## src/hsp_defs.svh

```systemverilog
// Offsets, field positions, reset values and widths of the host semaphore bank.
// Assumes byte addresses on the register port; each register takes one 32-bit word.
`ifndef HSP_DEFS_SVH
`define HSP_DEFS_SVH

`define HSP_AW              20
`define HSP_DW              32
`define HSP_OFF_STAT3       20'h05B2C
`define HSP_OFF_SEM         20'h05B50
`define HSP_OFF_CTL2        20'h05B64
`define HSP_OFF_PENDING_ARRAY_CLEAR      20'h05B68
`define HSP_SEM_DRV_BIT     0
`define HSP_SEM_MEM_BIT     1
`define HSP_CTL2_INIT_BIT   0
`define HSP_PEND_W          5
`define HSP_STAT3_RST       32'h0000_0000
`define HSP_RDATA_IDLE      32'h0000_0000

`endif

```

## src/hsp_pkg.sv

```systemverilog
// Types shared by the host semaphore bank.
// Assumes hsp_defs.svh is on the include path.
`include "hsp_defs.svh"
`default_nettype none

package hsp_pkg;

  typedef logic [`HSP_AW-1:0] hsp_addr_t;
  typedef logic [`HSP_DW-1:0] hsp_data_t;

  // One register-port access as driven by software
  typedef struct packed {
    hsp_addr_t addr;
    hsp_data_t wdata;
    logic      wr;
    logic      rd;
  } hsp_bus_req_s;

endpackage

`default_nettype wire

```

## src/hsp_regs.sv

```systemverilog
// Host semaphore and pending-clear register bank, top level.
// Assumes a single-cycle register port master and same-clock control inputs.
//
// Summary of operation
// First semaphore read returns 0, later reads 1
// Driver semaphore holds until driver writes 0
// Reading semaphore register sets bit 0
// Memory semaphore set by driver, firmware reads
// Host soft reset clears memory semaphore
// Driver should prefer config-control ownership bit instead
// Driver writes 1 to control-two bit 0
// Writing 1 clears matching pending bit
// Auto clear pending bit on request deassert
// Reserved bits read zero, writes ignored
`include "hsp_defs.svh"
`default_nettype none

module hsp_regs #(
  parameter int PEND_W = `HSP_PEND_W
) (
  input  wire logic                 mclk_i,          // Core clock, 25 MHz
  input  wire logic                 rst_n_i,         // Async reset, active low
  input  wire hsp_pkg::hsp_bus_req_s bus_i,          // Register port request
  output logic [`HSP_DW-1:0]        rdata_o,         // Read data, cycle after read
  input  wire logic                 soft_rst_i,      // Host interface soft reset pulse
  input  wire logic                 pend_clr_deas_i, // Pending clear on deassert control
  input  wire logic [PEND_W-1:0]    pend_set_i,      // Pending set pulses
  input  wire logic [PEND_W-1:0]    irq_req_i,       // Interrupt request levels
  output logic [PEND_W-1:0]         pending_o,       // Interrupt pending array
  output logic                      drv_sem_o,       // Driver semaphore flag
  output logic                      mem_sem_o,       // Memory semaphore, read-only to firmware
  output logic                      init_done_o,     // Control-two initialisation bit
  output logic [`HSP_DW-1:0]        stat3_o          // Statistic counter three contents
);

  // ******************************************
  // Parameter check
  // ******************************************
  if (PEND_W < 1 || PEND_W > `HSP_DW) begin : g_chk
    $error("PEND_W out of range");
  end

  // ******************************************
  // Address decode
  // ******************************************
  function automatic logic hit(input hsp_pkg::hsp_addr_t a, input hsp_pkg::hsp_addr_t off);
    hit = (a == off);
  endfunction

  logic wr_sem;
  logic rd_sem;
  logic wr_ctl2;
  logic rd_ctl2;
  logic wr_stat3;
  logic rd_stat3;
  logic wr_pba;

  assign wr_sem   = bus_i.wr && hit(bus_i.addr, `HSP_OFF_SEM);
  assign rd_sem   = bus_i.rd && hit(bus_i.addr, `HSP_OFF_SEM);
  assign wr_ctl2  = bus_i.wr && hit(bus_i.addr, `HSP_OFF_CTL2);
  assign rd_ctl2  = bus_i.rd && hit(bus_i.addr, `HSP_OFF_CTL2);
  assign wr_stat3 = bus_i.wr && hit(bus_i.addr, `HSP_OFF_STAT3);
  assign rd_stat3 = bus_i.rd && hit(bus_i.addr, `HSP_OFF_STAT3);
  assign wr_pba   = bus_i.wr && hit(bus_i.addr, `HSP_OFF_PENDING_ARRAY_CLEAR);

  // ******************************************
  // Driver semaphore
  // ******************************************
  logic drv_sem_q;

  always_ff @(posedge mclk_i or negedge rst_n_i) begin
    if (!rst_n_i) begin
      drv_sem_q <= 1'b0;
    end else if (rd_sem) begin
      drv_sem_q <= 1'b1;
    end else if (wr_sem && !bus_i.wdata[`HSP_SEM_DRV_BIT]) begin
      drv_sem_q <= 1'b0;
    end
  end

  // ******************************************
  // Memory-access semaphore
  // ******************************************
  logic mem_sem_q;

  always_ff @(posedge mclk_i or negedge rst_n_i) begin
    if (!rst_n_i) begin
      mem_sem_q <= 1'b0;
    end else if (soft_rst_i) begin
      mem_sem_q <= 1'b0;
    end else if (wr_sem) begin
      mem_sem_q <= bus_i.wdata[`HSP_SEM_MEM_BIT];
    end
  end

  // ******************************************
  // Control two and statistic counter three
  // ******************************************
  logic             init_q;
  logic [`HSP_DW-1:0] stat3_q;

  always_ff @(posedge mclk_i or negedge rst_n_i) begin
    if (!rst_n_i) begin
      init_q <= 1'b0;
    end else if (wr_ctl2) begin
      init_q <= bus_i.wdata[`HSP_CTL2_INIT_BIT];
    end
  end

  always_ff @(posedge mclk_i or negedge rst_n_i) begin
    if (!rst_n_i) begin
      stat3_q <= `HSP_STAT3_RST;
    end else if (wr_stat3) begin
      stat3_q <= bus_i.wdata;
    end
  end

  // ******************************************
  // Pending array
  // ******************************************
  logic [PEND_W-1:0] pba_clr;

  assign pba_clr = wr_pba ? bus_i.wdata[PEND_W-1:0] : '0;

  hsp_pend_array #(
    .PEND_W     (PEND_W)
  ) u_pend (
    .mclk_i     (mclk_i),
    .rst_n_i    (rst_n_i),
    .set_i      (pend_set_i),
    .clr_i      (pba_clr),
    .auto_dis_i (pend_clr_deas_i),
    .req_i      (irq_req_i),
    .pending_o  (pending_o)
  );

  // ******************************************
  // Read data
  // ******************************************
  logic [`HSP_DW-1:0] rdata_d;
  logic [`HSP_DW-1:0] rdata_q;

  always_comb begin
    rdata_d = `HSP_RDATA_IDLE;
    if (rd_sem) begin
      rdata_d[`HSP_SEM_DRV_BIT] = drv_sem_q;
      rdata_d[`HSP_SEM_MEM_BIT] = mem_sem_q;
    end else if (rd_ctl2) begin
      rdata_d[`HSP_CTL2_INIT_BIT] = init_q;
    end else if (rd_stat3) begin
      rdata_d = stat3_q;
    end
  end

  always_ff @(posedge mclk_i or negedge rst_n_i) begin
    if (!rst_n_i) begin
      rdata_q <= `HSP_RDATA_IDLE;
    end else begin
      rdata_q <= rdata_d;
    end
  end

  assign rdata_o     = rdata_q;
  assign drv_sem_o   = drv_sem_q;
  assign mem_sem_o   = mem_sem_q;
  assign init_done_o = init_q;
  assign stat3_o     = stat3_q;

  // ******************************************
  // Assertions
  // ******************************************
  property p_sem_first_read;
    @(posedge mclk_i) disable iff (!rst_n_i)
      (rd_sem && !drv_sem_q) |=> (rdata_o[`HSP_SEM_DRV_BIT] == 1'b0) && drv_sem_o;
  endproperty
  a_sem_first_read: assert property (p_sem_first_read) else $error("first semaphore read wrong");

  property p_sem_second_read;
    @(posedge mclk_i) disable iff (!rst_n_i)
      rd_sem ##1 (rd_sem && !wr_sem) |=> rdata_o[`HSP_SEM_DRV_BIT];
  endproperty
  a_sem_second_read: assert property (p_sem_second_read) else $error("second read not 1");

  property p_sem_hold;
    @(posedge mclk_i) disable iff (!rst_n_i)
      (drv_sem_o && !(wr_sem && !bus_i.wdata[`HSP_SEM_DRV_BIT])) |=> drv_sem_o;
  endproperty
  a_sem_hold: assert property (p_sem_hold) else $error("semaphore dropped");

  property p_sem_clear;
    @(posedge mclk_i) disable iff (!rst_n_i)
      (wr_sem && !bus_i.wdata[`HSP_SEM_DRV_BIT]) |=> !drv_sem_o;
  endproperty
  a_sem_clear: assert property (p_sem_clear) else $error("semaphore not cleared");

  property p_mem_soft_rst;
    @(posedge mclk_i) disable iff (!rst_n_i)
      soft_rst_i |=> !mem_sem_o;
  endproperty
  a_mem_soft_rst: assert property (p_mem_soft_rst) else $error("soft reset kept memory semaphore");

  property p_mem_only_drv;
    @(posedge mclk_i) disable iff (!rst_n_i)
      $rose(mem_sem_o) |-> $past(wr_sem) && $past(bus_i.wdata[`HSP_SEM_MEM_BIT]) && !$past(soft_rst_i);
  endproperty
  a_mem_only_drv: assert property (p_mem_only_drv) else $error("memory semaphore set without write");

  property p_pba_clear;
    @(posedge mclk_i) disable iff (!rst_n_i)
      wr_pba |=> ((pending_o & $past(pba_clr) & ~$past(pend_set_i)) == '0);
  endproperty
  a_pba_clear: assert property (p_pba_clear) else $error("pending bit not cleared");

  property p_pba_keep;
    @(posedge mclk_i) disable iff (!rst_n_i)
      (wr_pba && pending_o[0] && !bus_i.wdata[0]
        && (pend_clr_deas_i || irq_req_i[0] || !$past(irq_req_i[0]))) |=> pending_o[0];
  endproperty
  a_pba_keep: assert property (p_pba_keep) else $error("pending bit lost on zero write");

  property p_auto_clear;
    @(posedge mclk_i) disable iff (!rst_n_i)
      (!pend_clr_deas_i && $fell(irq_req_i[0]) && !pend_set_i[0]) |=> !pending_o[0];
  endproperty
  a_auto_clear: assert property (p_auto_clear) else $error("no clear on deassert");

  property p_sem_rsv;
    @(posedge mclk_i) disable iff (!rst_n_i)
      rd_sem |=> (rdata_o[`HSP_DW-1:2] == '0);
  endproperty
  a_sem_rsv: assert property (p_sem_rsv) else $error("semaphore reserved bits nonzero");

  property p_ctl2_read;
    @(posedge mclk_i) disable iff (!rst_n_i)
      (wr_ctl2 && bus_i.wdata[0]) ##1 rd_ctl2 |=> (rdata_o == 32'h0000_0001);
  endproperty
  a_ctl2_read: assert property (p_ctl2_read) else $error("control two readback wrong");

  property p_idle_rdata;
    @(posedge mclk_i) disable iff (!rst_n_i)
      !bus_i.rd |=> (rdata_o == '0);
  endproperty
  a_idle_rdata: assert property (p_idle_rdata) else $error("read data outside read slot");

  property p_sem_read_old;
    @(posedge mclk_i) disable iff (!rst_n_i)
      rd_sem |=> (rdata_o[`HSP_SEM_DRV_BIT] == $past(drv_sem_o));
  endproperty
  a_sem_read_old: assert property (p_sem_read_old) else $error("semaphore read not old value");

  property p_sem_rd_sets;
    @(posedge mclk_i) disable iff (!rst_n_i)
      rd_sem |=> drv_sem_o;
  endproperty
  a_sem_rd_sets: assert property (p_sem_rd_sets) else $error("semaphore read did not set flag");

  property p_sem_set_cause;
    @(posedge mclk_i) disable iff (!rst_n_i)
      $rose(drv_sem_o) |-> $past(rd_sem);
  endproperty
  a_sem_set_cause: assert property (p_sem_set_cause) else $error("semaphore set without read");

  property p_mem_write;
    @(posedge mclk_i) disable iff (!rst_n_i)
      (wr_sem && !soft_rst_i) |=> (mem_sem_o == $past(bus_i.wdata[`HSP_SEM_MEM_BIT]));
  endproperty
  a_mem_write: assert property (p_mem_write) else $error("memory semaphore write lost");

  property p_mem_read;
    @(posedge mclk_i) disable iff (!rst_n_i)
      rd_sem |=> (rdata_o[`HSP_SEM_MEM_BIT] == $past(mem_sem_o));
  endproperty
  a_mem_read: assert property (p_mem_read) else $error("memory semaphore readback wrong");

  property p_init_write;
    @(posedge mclk_i) disable iff (!rst_n_i)
      wr_ctl2 |=> (init_done_o == $past(bus_i.wdata[`HSP_CTL2_INIT_BIT]));
  endproperty
  a_init_write: assert property (p_init_write) else $error("control two bit not stored");

  property p_ctl2_rsv;
    @(posedge mclk_i) disable iff (!rst_n_i)
      rd_ctl2 |=> (rdata_o[`HSP_DW-1:1] == '0);
  endproperty
  a_ctl2_rsv: assert property (p_ctl2_rsv) else $error("control two reserved bits nonzero");

  property p_pba_read_zero;
    @(posedge mclk_i) disable iff (!rst_n_i)
      (bus_i.rd && (bus_i.addr == `HSP_OFF_PENDING_ARRAY_CLEAR)) |=> (rdata_o == '0);
  endproperty
  a_pba_read_zero: assert property (p_pba_read_zero) else $error("pending clear read nonzero");

  property p_pba_set_wins;
    @(posedge mclk_i) disable iff (!rst_n_i)
      pend_set_i[0] |=> pending_o[0];
  endproperty
  a_pba_set_wins: assert property (p_pba_set_wins) else $error("pending set lost");

  property p_pba_fall_cause;
    @(posedge mclk_i) disable iff (!rst_n_i)
      $fell(pending_o[0]) |-> ($past(pba_clr[0])
        || (!$past(pend_clr_deas_i) && !$past(irq_req_i[0]) && $past(irq_req_i[0], 2)));
  endproperty
  a_pba_fall_cause: assert property (p_pba_fall_cause) else $error("pending bit cleared without cause");

endmodule

`default_nettype wire

```

## src/hsp_pend_array.sv

```systemverilog
// Interrupt pending array: per-vector sticky bits with explicit and automatic clear.
// Assumes all inputs come from logic on mclk_i.
`include "hsp_defs.svh"
`default_nettype none

module hsp_pend_array #(
  parameter int PEND_W = `HSP_PEND_W
) (
  input  wire logic              mclk_i,        // Core clock
  input  wire logic              rst_n_i,       // Async reset, active low
  input  wire logic [PEND_W-1:0] set_i,         // Pending set pulses
  input  wire logic [PEND_W-1:0] clr_i,         // Software clear mask pulse
  input  wire logic              auto_dis_i,    // High disables clear on deassert
  input  wire logic [PEND_W-1:0] req_i,         // Interrupt request levels
  output logic      [PEND_W-1:0] pending_o      // Pending array
);

  if (PEND_W < 1) begin : g_chk
    $error("PEND_W out of range");
  end

  logic [PEND_W-1:0] req_q;
  logic [PEND_W-1:0] pend_q;

  always_ff @(posedge mclk_i or negedge rst_n_i) begin
    if (!rst_n_i) begin
      req_q <= '0;
    end else begin
      req_q <= req_i;
    end
  end

  // ******************************************
  // Per-bit pending state, set wins over clear
  // ******************************************
  for (genvar g = 0; g < PEND_W; g++) begin : g_bit
    always_ff @(posedge mclk_i or negedge rst_n_i) begin
      if (!rst_n_i) begin
        pend_q[g] <= 1'b0;
      end else if (set_i[g]) begin
        pend_q[g] <= 1'b1;
      end else if (clr_i[g]) begin
        pend_q[g] <= 1'b0;
      end else if (!auto_dis_i && req_q[g] && !req_i[g]) begin
        pend_q[g] <= 1'b0;
      end
    end
  end

  assign pending_o = pend_q;

endmodule

`default_nettype wire

```

## config.mk

```make
export PLATFORM = sky130hd
export DESIGN_NAME = hsp_regs
export DESIGN_NICKNAME = d
export VERILOG_FILES = /design/src/hsp_pkg.sv /design/src/hsp_regs.sv /design/src/hsp_pend_array.sv
export VERILOG_INCLUDE_DIRS = /design/src /design/src/src
export SDC_FILE = /design/constraint.sdc
export NUM_CORES = 1
export LEC_CHECK = 0
export BUFFER_PORTS_ARGS = -buffer_cell sky130_fd_sc_hd__buf_2
export CAP_MARGIN = 20
export CORE_MARGIN = 2
export CORE_UTILIZATION = 46
export CTS_BUF_LIST = sky130_fd_sc_hd__clkbuf_4 sky130_fd_sc_hd__clkbuf_8 sky130_fd_sc_hd__clkbuf_16
export DETAILED_ROUTE_END_ITERATION = 6
export PLACE_DENSITY = 0.91
export SLEW_MARGIN = 15
export SYNTH_ARGS = -nofsm -noshare
export SYNTH_HDL_FRONTEND = slang
export SYNTH_SLANG_ARGS = --single-unit
```

## constraint.sdc

```tcl
create_clock -name mclk_i -period 1 [get_ports mclk_i]
set_input_delay 0.05 -clock mclk_i [delete_from_list [all_inputs] [get_ports mclk_i]]
set_output_delay 0.05 -clock mclk_i [all_outputs]
set_load 0.02 [all_outputs]
```

==> impl_metrics.yaml <==
place:
  place_congestion: 0.785
  placed_cell_area_mm2: 0.00395
  portBuffers: 139
  post-place-ws_ns: -0.448
  dp_hpwl_mm: 5.21
  dp_cells: 433
floorplanning:
  die_area_mm2: 0.00728
  core_mm2: 0.00639
  die_y_um: 85.4
  rows: 29
  start_util: 0.477
  ios: 140
  die_width_um: 85.4
cells_and_area:
  final_cells: 505
  num_antenna_cells: 0
  nNetsFinal: 491
  final_area_mm2: 0.00472
  drive_gt1_frac: 0.530
  final_core_util: 0.739
  area_growth_pct: 55.1
pwr:
  irDropWorstVdd_mv: 0.866
  total_power_uw: 5720
  p_per_area_mw_per_mm2: 1210
  p_leak_uw: 0.00280
timing:
  fin_ws_ns: -0.0741
  rsz0062_at_grt: "true"
  timing.final.crit_share: 1.07
  hold_viol: 0
  setup_viol: 32
  slew_violations: 0
  finalClockSkew_ns: 0.00830
  finalCriticalPeriod_ns: 1.07
  max_freq_mhz: 931
  tightest_slew_ns: 0.396
  relSlewSlack: 0.736
detailed_routing:
  postRouteAntennaNets: 0
  drt_iter0_drc: 74
  routed_wl_mm: 8.04
  vias: 2544
  viasPerCell: 5.04
  dr.pass1.iters: 4
  drc: 0
  avgRoutedWirePerCell_um: 15.9
run:
  maxCapViolCount: 0
yosys:
  synth_area_mm2: 0.00304
  synth_edf_count: 0
  yosys_warnings: 0
  synthArstFlopShare: 1.00
  syn_nets: 278
  postSynthCellCount: 210
  yosysTopAreaCell: "dfrtp_1"
  ys_seq_area_frac: 0.633
  synth.ff_latch_count: 77
  synthTopCellsByArea: "dfrtp_1 63%, mux2_4 15%, and3_1 6.4%"
  synth_cell_types: 30
  synth_top_area_frac: 0.633
  postSynthAreaPerCell_um2: 14.5
  synth_flop_cell: "dfrtp_1"
cts:
  cts_tree: "yes"
  numClockSinks: 77
  cts.clk_slew.worst_paths_ns: 0.08
  cts_htree_levels: 3
  clk_path_buf_depth: 2
  clock_tree.root_cell: "clkbuf_8"
  cts_buffers: 9
  clkLatencyLatePin_ns: 0.34
setup_path:
  required_ns: 1.22
  critPathKind: "input port to flop"
  worstSetupStartpointType: "input port"
  setup.worst_path.end_class: "flop"
  critPathMaxFanout: 15
  arrival_ns: 1.30
outcome:
  outcome: "complete, but fails checks"
  violations: "negative setup slack"
grt:
  grt_max_degree: 78
  antenna_found_initial: 0
  first_global_vias: 2610
  grtUsageTotal: 0.217
  overflow: 0
  grt_pass1_wl_mm: 12.2
min_path:
  holdCritPathClass: "input port to flop"
-- worst max-delay path, cell delays in order --
cell	delay, ns
buf_6	0.09
and4bb_2	0.30
and4b_2	0.25
nand3_4	0.12
buf_12	0.18
mux2_4	0.30
-- logic make-up after synthesis --
logic type | Yosys count | share of synthesized area
flip-flops | 77 | 0.633
AND/OR/NAND/NOR | 66 | 0.141
multiplexers | 33 | 0.159
buffers and inverters | 19 | 0.0312
AO/OA/AOI/OAI | 15 | 0.0358
-- synth_stat cells, types with 2 or more instances --
cell type / count
mux2_2: 3
and3b_1: 2
buf_6: 3
o31ai_1: 5
or3_1: 2
o21bai_1: 5
nand3_1: 2
dfrtp_1: 77
and4b_1: 2
mux2_4: 30
clkbuf_1: 6
nand4_1: 4
nand2_1: 5
nor3_1: 7
a21oi_1: 2
nor2_1: 3
inv_1: 9
and3_1: 31
-- routing by layer --
layer  track usage  routed length, um
met4        0.0967                121
met2         0.379               4280
met5             0                  0
met1         0.255               3170
met3        0.0496                464
-- state kept, by name, indices dropped and copies added, names as in the netlist --
name	flops
stat3_o	32
u_pend.pending_o	5
drv_sem_o	1
u_pend.req_q	5
mem_sem_o	1
init_done_o	1
rdata_o	32
-- metrics by stage --
| stage | setup TNS (ns) | hold slack, ns |
|---|---|---|
| after floorplan | -9.46 | -0.246 |
| after global placement | -24.20 | 0.0900 |
| after detailed placement | -25.26 | 0.0996 |
| after CTS | -1.50 | 0.0600 |
| after global routing | -2.66 | 0.0993 |
| final | -1.92 | 0.0825 |
-- area by class of cell --
cell class / instances / area, um2
Multi-Input combinational cell: 114 / 1050
Timing Repair Buffer: 212 / 1430
Fill cell: 397 / 1660
Clock buffer: 10 / 131
Clock inverter: 6 / 50.0
Sequential cell: 77 / 1930
Tap cell: 77 / 96.3
Inverter: 9 / 33.8
-- cells in the final DEF (no fill, tap or decap), types with 2 or more instances in the layout --
master / instances
nand4_1: 4
dlygate4sd3_1: 44
mux2_2: 3
nor3_1: 6
o31ai_1: 5
nor2_1: 3
buf_12: 3
nand3_1: 2
inv_1: 9
clkinv_4: 4
and3_1: 30
clkinvlp_4: 2
buf_2: 132
dfrtp_1: 77
o21bai_1: 5
clkbuf_8: 9
buf_6: 6
and3b_1: 2
nand2_1: 4
mux2_4: 30
buf_4: 27
-- report_power, final --
group	internal, uW	total (uW)	switching, uW
clock	945	2110	1160
combinational	273	472	199
sequential	3130	3140	10.3
total	4350	5720	1370
-- timing repair --
action | in CTS | in global routing
pin swaps | 0 | 4
setup endpoints to repair | 32 | 53
endpoints found under the hold margin | 121 | 0
hold buffers | 44 | 0
buffers inserted | 0 | 12
gates resized for setup | 3 | 15
-- worst paths after layout --
| kind | from | end | slack [ns] | cells after the start |
|---|---|---|---|---|
| max in group asynchronous | rst_n_i | stat3_o[0] | 0.43 | 3 |
| min | bus_i[1] | drv_sem_o | 0.08 | 4 |
| max reg2reg | u_pend.req_q[4] | u_pend.pending_o[4] | 0.03 | 3 |
| max | bus_i[49] | stat3_o[8] | -0.07 | 6 |
| min in group asynchronous | rst_n_i | rdata_o[22] | 0.27 | 3 |
| min reg2reg | stat3_o[20] | stat3_o[20] | 0.53 | 1 |
(Power assumes the default switching activity.)
